===== src/pwr_seq_pkg.sv =====
// holds the shared constants and carriers of the power-mode sequencer
// assumes a 200 MHz system clock and register writes already decoded by a control front end
package pwr_seq_pkg;

  // ==========================================================================
  // timing
  localparam int CLK_MHZ = 200;
  localparam int INIT_WAIT_US = 1000;
  localparam int WAKE_WAIT_US = 1000;
  localparam int SLEEP_RAMP_US = 6000;
  localparam int INIT_WAIT_CYC = INIT_WAIT_US * CLK_MHZ;
  localparam int WAKE_WAIT_CYC = WAKE_WAIT_US * CLK_MHZ;
  localparam int SLEEP_RAMP_CYC = SLEEP_RAMP_US * CLK_MHZ;
  // link counts as clocked while a bit clock rise came within this many cycles
  localparam int BCLK_IDLE_CYC = 64;

  // ==========================================================================
  // register indices
  localparam logic [7:0] SLEEP_CTRL_IDX = 8'h02;
  localparam logic [7:0] CH1_SRC_IDX = 8'h3C;
  localparam logic [7:0] CH2_SRC_IDX = 8'h41;
  localparam logic [7:0] CH3_SRC_IDX = 8'h46;
  localparam logic [7:0] CH4_SRC_IDX = 8'h4B;
  localparam logic [7:0] IN_CH_EN_IDX = 8'h73;
  localparam logic [7:0] OUT_SLOT_EN_IDX = 8'h74;
  localparam logic [7:0] PWR_UP_IDX = 8'h75;
  localparam logic [7:0] DEV_STATUS_IDX = 8'h77;

  // ==========================================================================
  // fields and reset values
  localparam int SLEEP_BIT = 0;
  // sleep control bit 0 high keeps the device awake, so reset leaves it asleep
  localparam int REGULATOR_BIT = 7;
  localparam int STATUS_SLEEP_BIT = 7;
  localparam int ADC_PWR_BIT = 7;
  localparam int BIAS_PWR_BIT = 6;
  localparam logic [7:0] SLEEP_CTRL_RST = 8'h00;
  localparam logic [7:0] IN_CH_EN_RST = 8'h00;
  localparam logic [7:0] OUT_SLOT_EN_RST = 8'h00;
  localparam logic [7:0] PWR_UP_RST = 8'h00;
  localparam logic [7:0] CH_SRC_RST = 8'h00;
  localparam int WORD_BITS = 32;
  localparam int SLOTS = 4;

  typedef enum logic [2:0] {
    ST_HW_SHDN = 3'b000,
    ST_INIT = 3'b001,
    ST_SLEEP = 3'b010,
    ST_WAKING = 3'b011,
    ST_ACTIVE = 3'b100,
    ST_RAMP_DN = 3'b101
  } pwr_state_e;

  typedef struct packed {
    logic       we;
    logic [7:0] idx;
    logic [7:0] data;
  } reg_wr_s;

  typedef struct packed {
    logic [7:0] sleep_ctrl;
    logic [7:0] in_ch_en;
    logic [7:0] out_slot_en;
    logic [7:0] pwr_up;
  } cfg_s;

endpackage : pwr_seq_pkg


===== src/adc_power_mode_sequencer.sv =====
// holds the power-mode sequencer: shutdown, init, sleep, wake, active, ramp-down
// assumes register writes arrive pre-decoded from the control port on clk_i
`timescale 1ns/100ps
// How it works
// - pin low holds hardware shutdown
// - 1 ms register init, then sleep
// - active configured clocked device streams tdm
// - sleep request ramps down over 6 ms
// - sleep keeps every register value
// - sleep and wake repeat indefinitely
// - pin low anytime forces shutdown
module adc_power_mode_sequencer
  import pwr_seq_pkg::*;
#(
  parameter int INIT_CYC = INIT_WAIT_CYC,
  parameter int WAKE_CYC = WAKE_WAIT_CYC,
  parameter int RAMP_CYC = SLEEP_RAMP_CYC
) (
  input wire logic clk_i, // system clock 200 MHz
  input wire logic rstn_i, // async reset, active low
  input wire logic hw_shutdown_pin_n_i, // shutdown pin, active low, async
  input wire logic bit_clk_i, // link bit clock, async
  input wire logic frame_sync_i, // frame sync, async
  input wire reg_wr_s reg_wr_i, // decoded register write
  input wire logic [7:0] rd_idx_i, // register read index
  input wire logic [SLOTS*WORD_BITS-1:0] samples_i, // recorded channel samples
  output logic [7:0] rd_data_o, // register read data
  output logic sdout_o, // tdm serial data
  output pwr_state_e state_o, // current power mode
  output logic sleep_status_o, // status bit 7: asleep
  output logic mic_bias_en_o, // mic bias supply enable
  output logic internal_regulator_o // internal regulator select
);

  // ==========================================================================
  // input synchronisers
  logic [2:0] shdn_sync_r;
  logic [2:0] bclk_sync_r;
  logic [2:0] fs_sync_r;
  logic shdn_n_r;
  logic bclk_r;
  logic fs_r;

  function automatic logic filt(input logic [2:0] s, input logic prev);
    return (s[1] == s[2]) ? s[2] : prev;
  endfunction : filt

  always_ff @(posedge clk_i or negedge rstn_i) begin
    if (!rstn_i) begin
      shdn_sync_r <= 3'h0;
      bclk_sync_r <= 3'h0;
      fs_sync_r <= 3'h0;
      shdn_n_r <= 1'b0;
      bclk_r <= 1'b0;
      fs_r <= 1'b0;
    end else begin
      shdn_sync_r <= {shdn_sync_r[1:0], hw_shutdown_pin_n_i};
      bclk_sync_r <= {bclk_sync_r[1:0], bit_clk_i};
      fs_sync_r <= {fs_sync_r[1:0], frame_sync_i};
      shdn_n_r <= filt(shdn_sync_r, shdn_n_r);
      bclk_r <= filt(bclk_sync_r, bclk_r);
      fs_r <= filt(fs_sync_r, fs_r);
    end
  end

  logic bclk_now;
  logic fs_now;
  logic bclk_rise;
  logic bclk_fall;
  logic fs_at_rise_r;
  logic fs_rise_r;
  assign bclk_now = filt(bclk_sync_r, bclk_r);
  assign fs_now = filt(fs_sync_r, fs_r);
  assign bclk_rise = bclk_now && !bclk_r;
  assign bclk_fall = !bclk_now && bclk_r;

  // frame sync sampled on bit clock rising edge, frame start launched on next fall
  always_ff @(posedge clk_i or negedge rstn_i) begin
    if (!rstn_i) begin
      fs_at_rise_r <= 1'b0;
      fs_rise_r <= 1'b0;
    end else if (bclk_rise) begin
      fs_at_rise_r <= fs_now;
      fs_rise_r <= fs_now && !fs_at_rise_r;
    end else if (bclk_fall) begin
      fs_rise_r <= 1'b0;
    end
  end

  // ==========================================================================
  // clock activity watchdog: link counted as clocked while bit clock toggles
  logic [6:0] idle_cnt_r;
  logic clocked;
  always_ff @(posedge clk_i or negedge rstn_i) begin
    if (!rstn_i) begin
      idle_cnt_r <= 7'(BCLK_IDLE_CYC);
    end else if (bclk_rise) begin
      idle_cnt_r <= 7'h00;
    end else if (idle_cnt_r != 7'(BCLK_IDLE_CYC)) begin
      idle_cnt_r <= idle_cnt_r + 7'h01;
    end
  end
  assign clocked = idle_cnt_r != 7'(BCLK_IDLE_CYC);

  // ==========================================================================
  // register file
  cfg_s cfg_r;
  logic [7:0] ch_src_r [SLOTS];
  pwr_state_e state_r;
  logic writable;
  assign writable = shdn_n_r && state_r != ST_HW_SHDN && state_r != ST_INIT;

  function automatic int src_slot(input logic [7:0] idx);
    case (idx)
      CH1_SRC_IDX: return 0;
      CH2_SRC_IDX: return 1;
      CH3_SRC_IDX: return 2;
      CH4_SRC_IDX: return 3;
      default: return -1;
    endcase
  endfunction : src_slot

  // registers return to defaults only through shutdown; sleep leaves them alone
  always_ff @(posedge clk_i or negedge rstn_i) begin
    if (!rstn_i) begin
      cfg_r <= '{SLEEP_CTRL_RST, IN_CH_EN_RST, OUT_SLOT_EN_RST, PWR_UP_RST};
      for (int i = 0; i < SLOTS; i++) ch_src_r[i] <= CH_SRC_RST;
    end else if (state_r == ST_HW_SHDN) begin
      cfg_r <= '{SLEEP_CTRL_RST, IN_CH_EN_RST, OUT_SLOT_EN_RST, PWR_UP_RST};
      for (int i = 0; i < SLOTS; i++) ch_src_r[i] <= CH_SRC_RST;
    end else if (reg_wr_i.we && writable) begin
      case (reg_wr_i.idx)
        SLEEP_CTRL_IDX: cfg_r.sleep_ctrl <= reg_wr_i.data;
        IN_CH_EN_IDX: cfg_r.in_ch_en <= reg_wr_i.data;
        OUT_SLOT_EN_IDX: cfg_r.out_slot_en <= reg_wr_i.data;
        PWR_UP_IDX: cfg_r.pwr_up <= reg_wr_i.data;
        default: begin
          if (src_slot(reg_wr_i.idx) >= 0) begin
            ch_src_r[2'(src_slot(reg_wr_i.idx))] <= reg_wr_i.data;
          end
        end
      endcase
    end
  end

  // ==========================================================================
  // power-mode state machine
  logic [31:0] wait_cnt_r;
  logic asleep;
  // bit 0 high means awake: the wake value 0x81 sets it, 0x80 puts the part to sleep
  assign asleep = !cfg_r.sleep_ctrl[SLEEP_BIT];

  always_ff @(posedge clk_i or negedge rstn_i) begin
    if (!rstn_i) begin
      state_r <= ST_HW_SHDN;
      wait_cnt_r <= 32'h0;
    end else if (!shdn_n_r) begin
      state_r <= ST_HW_SHDN;
      wait_cnt_r <= 32'h0;
    end else begin
      case (state_r)
        ST_HW_SHDN: begin
          state_r <= ST_INIT;
          wait_cnt_r <= 32'(INIT_CYC);
        end
        ST_INIT: begin
          if (wait_cnt_r <= 32'h1) state_r <= ST_SLEEP;
          else wait_cnt_r <= wait_cnt_r - 32'h1;
        end
        ST_SLEEP: begin
          if (!asleep) begin
            state_r <= ST_WAKING;
            wait_cnt_r <= 32'(WAKE_CYC);
          end
        end
        ST_WAKING: begin
          if (asleep) begin
            state_r <= ST_RAMP_DN;
            wait_cnt_r <= 32'(RAMP_CYC);
          end else if (wait_cnt_r <= 32'h1) begin
            state_r <= ST_ACTIVE;
          end else begin
            wait_cnt_r <= wait_cnt_r - 32'h1;
          end
        end
        ST_ACTIVE: begin
          if (asleep) begin
            state_r <= ST_RAMP_DN;
            wait_cnt_r <= 32'(RAMP_CYC);
          end
        end
        ST_RAMP_DN: begin
          if (wait_cnt_r <= 32'h1) state_r <= ST_SLEEP;
          else wait_cnt_r <= wait_cnt_r - 32'h1;
        end
        default: state_r <= ST_HW_SHDN;
      endcase
    end
  end

  // ==========================================================================
  // outputs and read-back
  logic stream_run;
  assign stream_run = state_r == ST_ACTIVE && cfg_r.pwr_up[ADC_PWR_BIT] && clocked;

  always_ff @(posedge clk_i or negedge rstn_i) begin
    if (!rstn_i) begin
      state_o <= ST_HW_SHDN;
      sleep_status_o <= 1'b0;
      mic_bias_en_o <= 1'b0;
      internal_regulator_o <= 1'b0;
      rd_data_o <= 8'h00;
    end else begin
      state_o <= state_r;
      sleep_status_o <= state_r == ST_SLEEP;
      mic_bias_en_o <= state_r == ST_ACTIVE && cfg_r.pwr_up[BIAS_PWR_BIT];
      internal_regulator_o <= state_r != ST_HW_SHDN && cfg_r.sleep_ctrl[REGULATOR_BIT];
      case (rd_idx_i)
        SLEEP_CTRL_IDX: rd_data_o <= cfg_r.sleep_ctrl;
        IN_CH_EN_IDX: rd_data_o <= cfg_r.in_ch_en;
        OUT_SLOT_EN_IDX: rd_data_o <= cfg_r.out_slot_en;
        PWR_UP_IDX: rd_data_o <= cfg_r.pwr_up;
        DEV_STATUS_IDX: rd_data_o <= {state_r == ST_SLEEP, 7'h00};
        default: begin
          if (src_slot(rd_idx_i) >= 0) rd_data_o <= ch_src_r[2'(src_slot(rd_idx_i))];
          else rd_data_o <= 8'h00;
        end
      endcase
    end
  end

  // ==========================================================================
  // tdm transmitter, slot enables gated by input channel enables
  logic [SLOTS-1:0] slot_en;
  assign slot_en = cfg_r.out_slot_en[7 -: SLOTS] & cfg_r.in_ch_en[7 -: SLOTS];
  logic [SLOTS-1:0] slot_en_rev;
  always_comb begin
    slot_en_rev = '0;
    for (int i = 0; i < SLOTS; i++) slot_en_rev[i] = slot_en[SLOTS-1-i];
  end

  tdm_tx #(.W(WORD_BITS), .N(SLOTS)) u_tx (
    .clk_i(clk_i),
    .rstn_i(rstn_i),
    .run_i(stream_run),
    .bclk_fall_i(bclk_fall),
    .fs_rise_i(fs_rise_r),
    .slot_en_i(slot_en_rev),
    .samples_i(samples_i),
    .sdout_o(sdout_o)
  );

endmodule : adc_power_mode_sequencer


===== src/tdm_tx.sv =====
// holds the tdm target transmitter: shifts channel words out on bit clock edges
// assumes bit clock and frame sync already synchronised and edge-detected by the caller
`timescale 1ns/100ps
module tdm_tx
  import pwr_seq_pkg::*;
#(
  parameter int W = WORD_BITS,
  parameter int N = SLOTS
) (
  input wire logic clk_i, // system clock
  input wire logic rstn_i, // async reset, active low
  input wire logic run_i, // stream enabled
  input wire logic bclk_fall_i, // bit clock falling edge pulse
  input wire logic fs_rise_i, // frame sync rising edge, sampled on bit clock edge
  input wire logic [N-1:0] slot_en_i, // output slot enables
  input wire logic [N*W-1:0] samples_i, // channel samples, channel 1 in low word
  output logic sdout_o // serial data
);

  logic [W-1:0] shreg_r;
  logic [7:0] bitcnt_r;
  logic [3:0] slot_r;
  logic [3:0] slot_nxt;

  // a frame start restarts at slot 0, otherwise step to the next slot
  assign slot_nxt = fs_rise_i ? 4'h0 : slot_r + 4'h1;

  // ==========================================================================
  // shifter
  always_ff @(posedge clk_i or negedge rstn_i) begin
    if (!rstn_i) begin
      shreg_r <= '0;
      bitcnt_r <= 8'h00;
      slot_r <= 4'h0;
      sdout_o <= 1'b0;
    end else if (!run_i) begin
      sdout_o <= 1'b0;
      slot_r <= 4'h0;
      bitcnt_r <= 8'h00;
    end else if (bclk_fall_i) begin
      if (fs_rise_i || bitcnt_r == 8'(W - 1)) begin
        slot_r <= slot_nxt;
        bitcnt_r <= 8'h00;
        if (slot_nxt < 4'(N) && slot_en_i[slot_nxt[1:0]]) begin
          shreg_r <= {samples_i[slot_nxt[1:0]*W +: W-1], 1'b0};
          sdout_o <= samples_i[slot_nxt[1:0]*W + W - 1];
        end else begin
          shreg_r <= '0;
          sdout_o <= 1'b0;
        end
      end else begin
        bitcnt_r <= bitcnt_r + 8'h01;
        sdout_o <= shreg_r[W-1];
        shreg_r <= {shreg_r[W-2:0], 1'b0};
      end
    end
  end

endmodule : tdm_tx

===== config.mk =====
export PLATFORM = sky130hd
export DESIGN_NAME = adc_power_mode_sequencer
export DESIGN_NICKNAME = d
export VERILOG_FILES = /design/src/pwr_seq_pkg.sv /design/src/adc_power_mode_sequencer.sv /design/src/tdm_tx.sv
export SDC_FILE = /design/constraint.sdc
export NUM_CORES = 1
export LEC_CHECK = 0
export ABC_CLOCK_PERIOD_IN_PS = 2600
export BUFFER_PORTS_ARGS = -buffer_cell sky130_fd_sc_hd__buf_4
export CELL_PAD_IN_SITES_DETAIL_PLACEMENT = 1
export CELL_PAD_IN_SITES_GLOBAL_PLACEMENT = 1
export CORE_ASPECT_RATIO = 1.1
export CORE_UTILIZATION = 40
export CTS_BUF_LIST = sky130_fd_sc_hd__clkbuf_4
export DETAILED_ROUTE_END_ITERATION = 12
export GPL_TIMING_DRIVEN = 0
export HOLD_SLACK_MARGIN = 0.08
export PLACE_DENSITY = 0.71
export SLEW_MARGIN = 20
export SYNTH_ARGS = -nofsm -noshare
export SYNTH_HDL_FRONTEND = slang
export SYNTH_SLANG_ARGS = --single-unit

===== constraint.sdc =====
create_clock -name clk_i -period 2.6 [get_ports clk_i]
set_input_delay 0.52 -clock clk_i [delete_from_list [all_inputs] [get_ports clk_i]]
set_output_delay 0.52 -clock clk_i [all_outputs]
set_load 0.005 [all_outputs]

After elaboration in Yosys (flattened, before gate mapping):

Cells that the tools add are included.
Widths: inputs -> output; s select.

* input bits: 158
* bits in registers: 179

* add/subtract/negate cells: 6
* eq/ne operators: 36
* bitwise logic cells: 3
* order comparisons: 9
* multiplexer cells: 66
* shift operators: 1
* reduce and logical (&&, ||, !) cells: 38

Operators by type and width (count)
* $mux 32: 17
* $pmux 32 s4: 2
* $pmux 32 s5: 1
* $shiftx 128x8->31: 1
* $eq 8x7->1 const B: 13
* $mux 8: 11
* $ge 32x1->1 const B: 2
* $sub 32x1->32 const B: 2
* $pmux 8 s5: 1
* $bwmux 32: 1
* $le 32x1->1 const B: 1
* $lt 32x8->1 const B: 1
* $mux 3: 6
* $bmux 8 s2: 1
* $demux 8 s2: 1
* $eq 8x2->1 const B: 2
* $eq 8x6->1 const B: 2
* $mux 4: 4
* $reduce_bool 2->1: 8
* $pmux 3 s5: 1
* $mux 7: 2
* $logic_and 1x1->1: 12
* $mux 2: 6
* $reduce_and 2->1: 6
* 35 further kinds: 55

Longest topological paths before layout:

* depth in word-level cells: 21
* mapped depth: 10
* gate-level depth less buffers: 9

By module:

A second synthesis with hierarchy kept.

* cells, all modules: 1049
* area total of the unflattened synthesis: 10080.9 µm²

By module, submodules not included
* adc_power_mode_sequencer: cells each 644, instances 1, area an instance 6698.9 µm²
* tdm_tx: cells each 405, instances 1, area an instance 3382.0 µm²

Worst setup path before layout:

No wires, ideal clock.

* path kind: input -> register
* start: input rd_idx_i[3]
* end: register rd_data_o[7]
* slack: 513 ps
* data required time: 2473 ps
* stages on the path: 7
* arrival time: 1960 ps
* cells stage by stage: clkbuf_1 > nand2b_1 > nor3b_1 > nand3_1 > mux2i_1 > o2bb2ai_1 > or2_2

* longest elaborated chain between the ends: 10
* elaborated cells on any way between the ends: 20

RTL lines
* start: declaration: RTL line adc_power_mode_sequencer.sv:25 `input wire logic [7:0] rd_idx_i,`
* parallel branches: the longest is 9 deep, another holds $ge 32x1->1
* $pmux 8 s5 (*): RTL line adc_power_mode_sequencer.sv:218 `case (rd_idx_i)`
* end signal: assignment: RTL line adc_power_mode_sequencer.sv:219 `SLEEP_CTRL_IDX: rd_data_o <= cfg_r.sleep_ctrl;`
* end signal: assignment: RTL line adc_power_mode_sequencer.sv:220 `IN_CH_EN_IDX: rd_data_o <= cfg_r.in_ch_en;`
* end signal: assignment: RTL line adc_power_mode_sequencer.sv:225 `if (src_slot(rd_idx_i) >= 0) rd_data_o <= ch_src_r[2'(src_slot(rd_idx_i))];`
* end: declaration: RTL line adc_power_mode_sequencer.sv:27 `output logic [7:0] rd_data_o,`

Every way passes the cells marked *. The select of a mux whose other input is x is not followed.
A chain may end at the register's enable or synchronous reset.

Worst setup path in the final report:

* start: register wait_cnt_r[0]
* end: register wait_cnt_r[3]

* longest elaborated chain between the ends: 5
* elaborated cells on any way between the ends: 6

RTL lines
* start: declaration: RTL line adc_power_mode_sequencer.sv:148 `logic [31:0] wait_cnt_r;`
* start signal: assignment: RTL line adc_power_mode_sequencer.sv:164 `wait_cnt_r <= 32'(INIT_CYC);`
* start signal: assignment: RTL line adc_power_mode_sequencer.sv:168 `else wait_cnt_r <= wait_cnt_r - 32'h1;`
* start signal: assignment: RTL line adc_power_mode_sequencer.sv:173 `wait_cnt_r <= 32'(WAKE_CYC);`
* $sub 32x1->32 or $le 32x1->1 (tied branches)
* $mux 32 (*): RTL line adc_power_mode_sequencer.sv:167, adc_power_mode_sequencer.sv:180, adc_power_mode_sequencer.sv:193
* $mux 32: RTL line adc_power_mode_sequencer.sv:177 `if (asleep) begin`
* $pmux 32 s5 (*): RTL line adc_power_mode_sequencer.sv:161 `case (state_r)`
* $mux 32 (*): RTL line adc_power_mode_sequencer.sv:157 `end else if (!shdn_n_r) begin`

Every way passes the cells marked *; elsewhere a longest branch is shown, timed or not.

==> results.toml <==
[outcome]
status = "completed"

[finish]
fill_cells = 2772
syn_to_final_growth_pct = 21.96
multi_input_area_um2 = 5072
final_common_cell = "dfrtp_1"
nets = 1394
most-common-layout-cells = "dfrtp_1 (177), buf_4 (172), nand2_1 (124)"
seq_area_um2 = 4456
post_route_cells_drive_above_1_share_pct = 21.35

[timing]
finalCritPeriodShare_pct = 94.53
slew_headroom_pct = 31.79
skew_ns = 0.03304
hold_viol = 0
setup_viol = 0
max_freq_mhz = 406.9
slew_violations = 0
final.min_clock_period_ns = 2.458
hold_slack_ns = 0.2129
worst_slew_pin_slew_ns = 1.018
setup_slack_ns = 0.1421

[route]
wl_per_cell_um = 19.71
drt_iter0_drc = 469
vias_per_cell = 5.676
first_pass_iters = 5
route.vias.total = 8781
routed_wl_um = 30500
drc = 0
antenna_left = 0

[critical_path]
critPathKind = "reg -> reg"
cp.required_ns = 3.08
cp_data_arrival_time_ns = 2.94
crit_path_start_kind = "register"
crit_fanout = 8
cp-end-kind = "register"

[synthesis]
yosysTopAreaCellShare_pct = 45.19
ys_ff_latch = 178
synth_top_area_cell = "dfrtp_1"
netlist_top_cells_area = "dfrtp_1 (45%), mux2i_1 (9.9%), nand2_1 (4.8%)"
synth_area_per_cell_um2 = 9.469
syn-num-nets = 1201
synth_cell_types = 85
synth_edf_count = 0
yosysSeqAreaShare_pct = 45.46
ys.flop_type = "dfrtp_1"
synth_cells = 1035
synthArstFlopShare_pct = 100.0
synth_warnings = 0
syn_area_um2 = 9801

[clock_tree]
clk_pin_slew_ns = 0.19
numClockSinks = 178
cts_tree = "done"
cts_made_buffers = 17
clock_latency_ns = 0.60
clk_path_buf_depth = 2
cts_root_buf = "clkbuf_4"
postCtsSetupBuffers = 0
cts_max_level = 4

[placement]
gp_congestion = 0.8591
numPortBuffers = 170
place_ws_ns = -0.1269
dpl.hpwl_um = 22580

[global_routing]
grt_pass1_vias = 9255
grt_pass1_wl_um = 49070
grt_max_degree = 94
grtUsageTotal_pct = 24.91
antenna_found_initial = 1
overflow = 0

[floorplanning]
die_h_um = 166.2
num_rows = 59
die-area_um2 = 25130
die_w_um = 151.2
fp.coreArea_um2 = 23840
pin_count = 173
start_util_pct = 41.10

[hold_path]
hold_class = "in -> reg"

[pwr]
powerDensity_nw_per_um2 = 540.2
total_leakage_power_uw = 0.005486
irDropWorstVdd_v = 0.0002381

[flow_run]
drv_cap = 0
-- metal layers --
layer | track usage (%) | part of all wire, %
met5 | 0 | 0
met4 | 7.391 | 1.9
met3 | 3.187 | 2.6
met2 | 41.87 | 51
met1 | 33.10 | 44
-- per-stage QoR --
step	cell area, µm²	std cells	setup TNS (ns)	util [%]	total power, µW
2_1_floorplan	9801	1035	0	-	4045
3_3_place_gp	11460	1510	-27.56	48.06	4658
3_5_place_dp	11490	1511	-1.268	48.20	4690
4_1_cts	11900	1547	0	49.91	6491
5_1_grt	11950	1547	-0.007035	50.13	6806
6_report	11950	1547	0	50.13	6456
-- cell usage after synthesis (3+ instances only) --
library cell / n
dfrtp_1: 177
nand2_1: 125
nor2_1: 98
mux2i_1: 97
o21ai_0: 91
nand3_1: 59
clkbuf_1: 47
a32oi_1: 33
nor2b_1: 25
inv_1: 15
a22o_1: 14
nor3_1: 14
buf_2: 13
o21ai_1: 12
a21oi_1: 11
a31oi_1: 11
nand4_1: 11
xnor2_1: 11
nand2b_1: 10
xor2_1: 10
nor4_1: 9
ha_1: 8
o221ai_1: 8
a222oi_1: 7
and3_1: 7
a21o_1: 4
and2_1: 4
nand3b_1: 4
nor4b_1: 4
nor4b_2: 4
o211ai_1: 4
o31ai_1: 4
or2_2: 4
or3_1: 4
a41oi_1: 3
and4_1: 3
buf_4: 3
o21a_1: 3
o2bb2ai_1: 3
-- logic make-up (layout without fill, tap and decap cells) --
| logic type | count (synthesis) | count (layout) | synth area share [%] |
|---|---|---|---|
| fa+ha+maj | 10 | 10 | 1.226 |
| flops | 178 | 178 | 45.46 |
| xor+xnor | 21 | 21 | 1.877 |
| buf+inv | 81 | 287 | 3.472 |
| simple gates | 411 | 411 | 21.55 |
| other cells | 0 | 1 | 0 |
| mux | 98 | 98 | 10.02 |
| compound gates | 236 | 236 | 16.39 |
-- registers in the layout (all words and copies together), names as in the netlist --
register	cells
wait_cnt_r	32
state_o	3
shdn_sync_r	3
mic_bias_en_o	1
fs_at_rise_r	1
u_tx.shreg_r	31
internal_regulator_o	1
bclk_r	1
cfg_r	32
fs_sync_r	3
shdn_n_r	1
ch_src_r	32
rd_data_o	8
state_r	3
u_tx.slot_r	4
u_tx.sdout_o	1
sleep_status_o	1
u_tx.bitcnt_r	8
fs_r	1
idle_cnt_r	7
fs_rise_r	1
bclk_sync_r	3
-- worst max-delay path: stages, from the launching register on --
cell	delay [ns]
dfrtp_1	0.48
inv_1	0.07
ha_1	0.19
clkbuf_2	0.17
o211a_1	0.30
and4_1	0.23
buf_6	0.14
nor4_2	0.31
o21ai_0	0.15
a22o_2	0.30
-- cell type report --
class / instances / area share, %
clock buffer: 17 / 1.068
timing repair buffer: 175 / 11.31
antenna: 1 / 0.02094
tap: 305 / 3.193
clock inverter: 15 / 1.821
buffer: 65 / 2.408
sequential: 178 / 37.28
inverter: 15 / 0.4711
multi-input combinational: 776 / 42.44
-- power breakdown --
group,internal [µW],total (µW),switching (µW)
logic,648,1630,986
registers,2890,3050,163
clock network,504,1770,1270
-- final timing paths --
path,cells past startpoint,start,end,slack [ns]
setup / recovery,9,wait_cnt_r[0],wait_cnt_r[3],0.14
setup reg to reg,9,wait_cnt_r[0],wait_cnt_r[3],0.14
hold reg to reg,0,fs_sync_r[0],fs_sync_r[1],0.37
max in group asynchronous,3,rstn_i,u_tx.slot_r[0],1.24
min in group asynchronous,2,rstn_i,wait_cnt_r[17],0.48
hold / removal,3,reg_wr_i[1],ch_src_r[17],0.21
-- repair_timing --
item / 4_1_cts / 5_1_grt
resized for setup: 4 / 16
pin swaps: 0 / 1
endpoints found under the hold margin: 87 / 0
setup endpoints to repair: 33 / 53
hold buffers: 4 / 0
(Power assumes the default switching activity.)
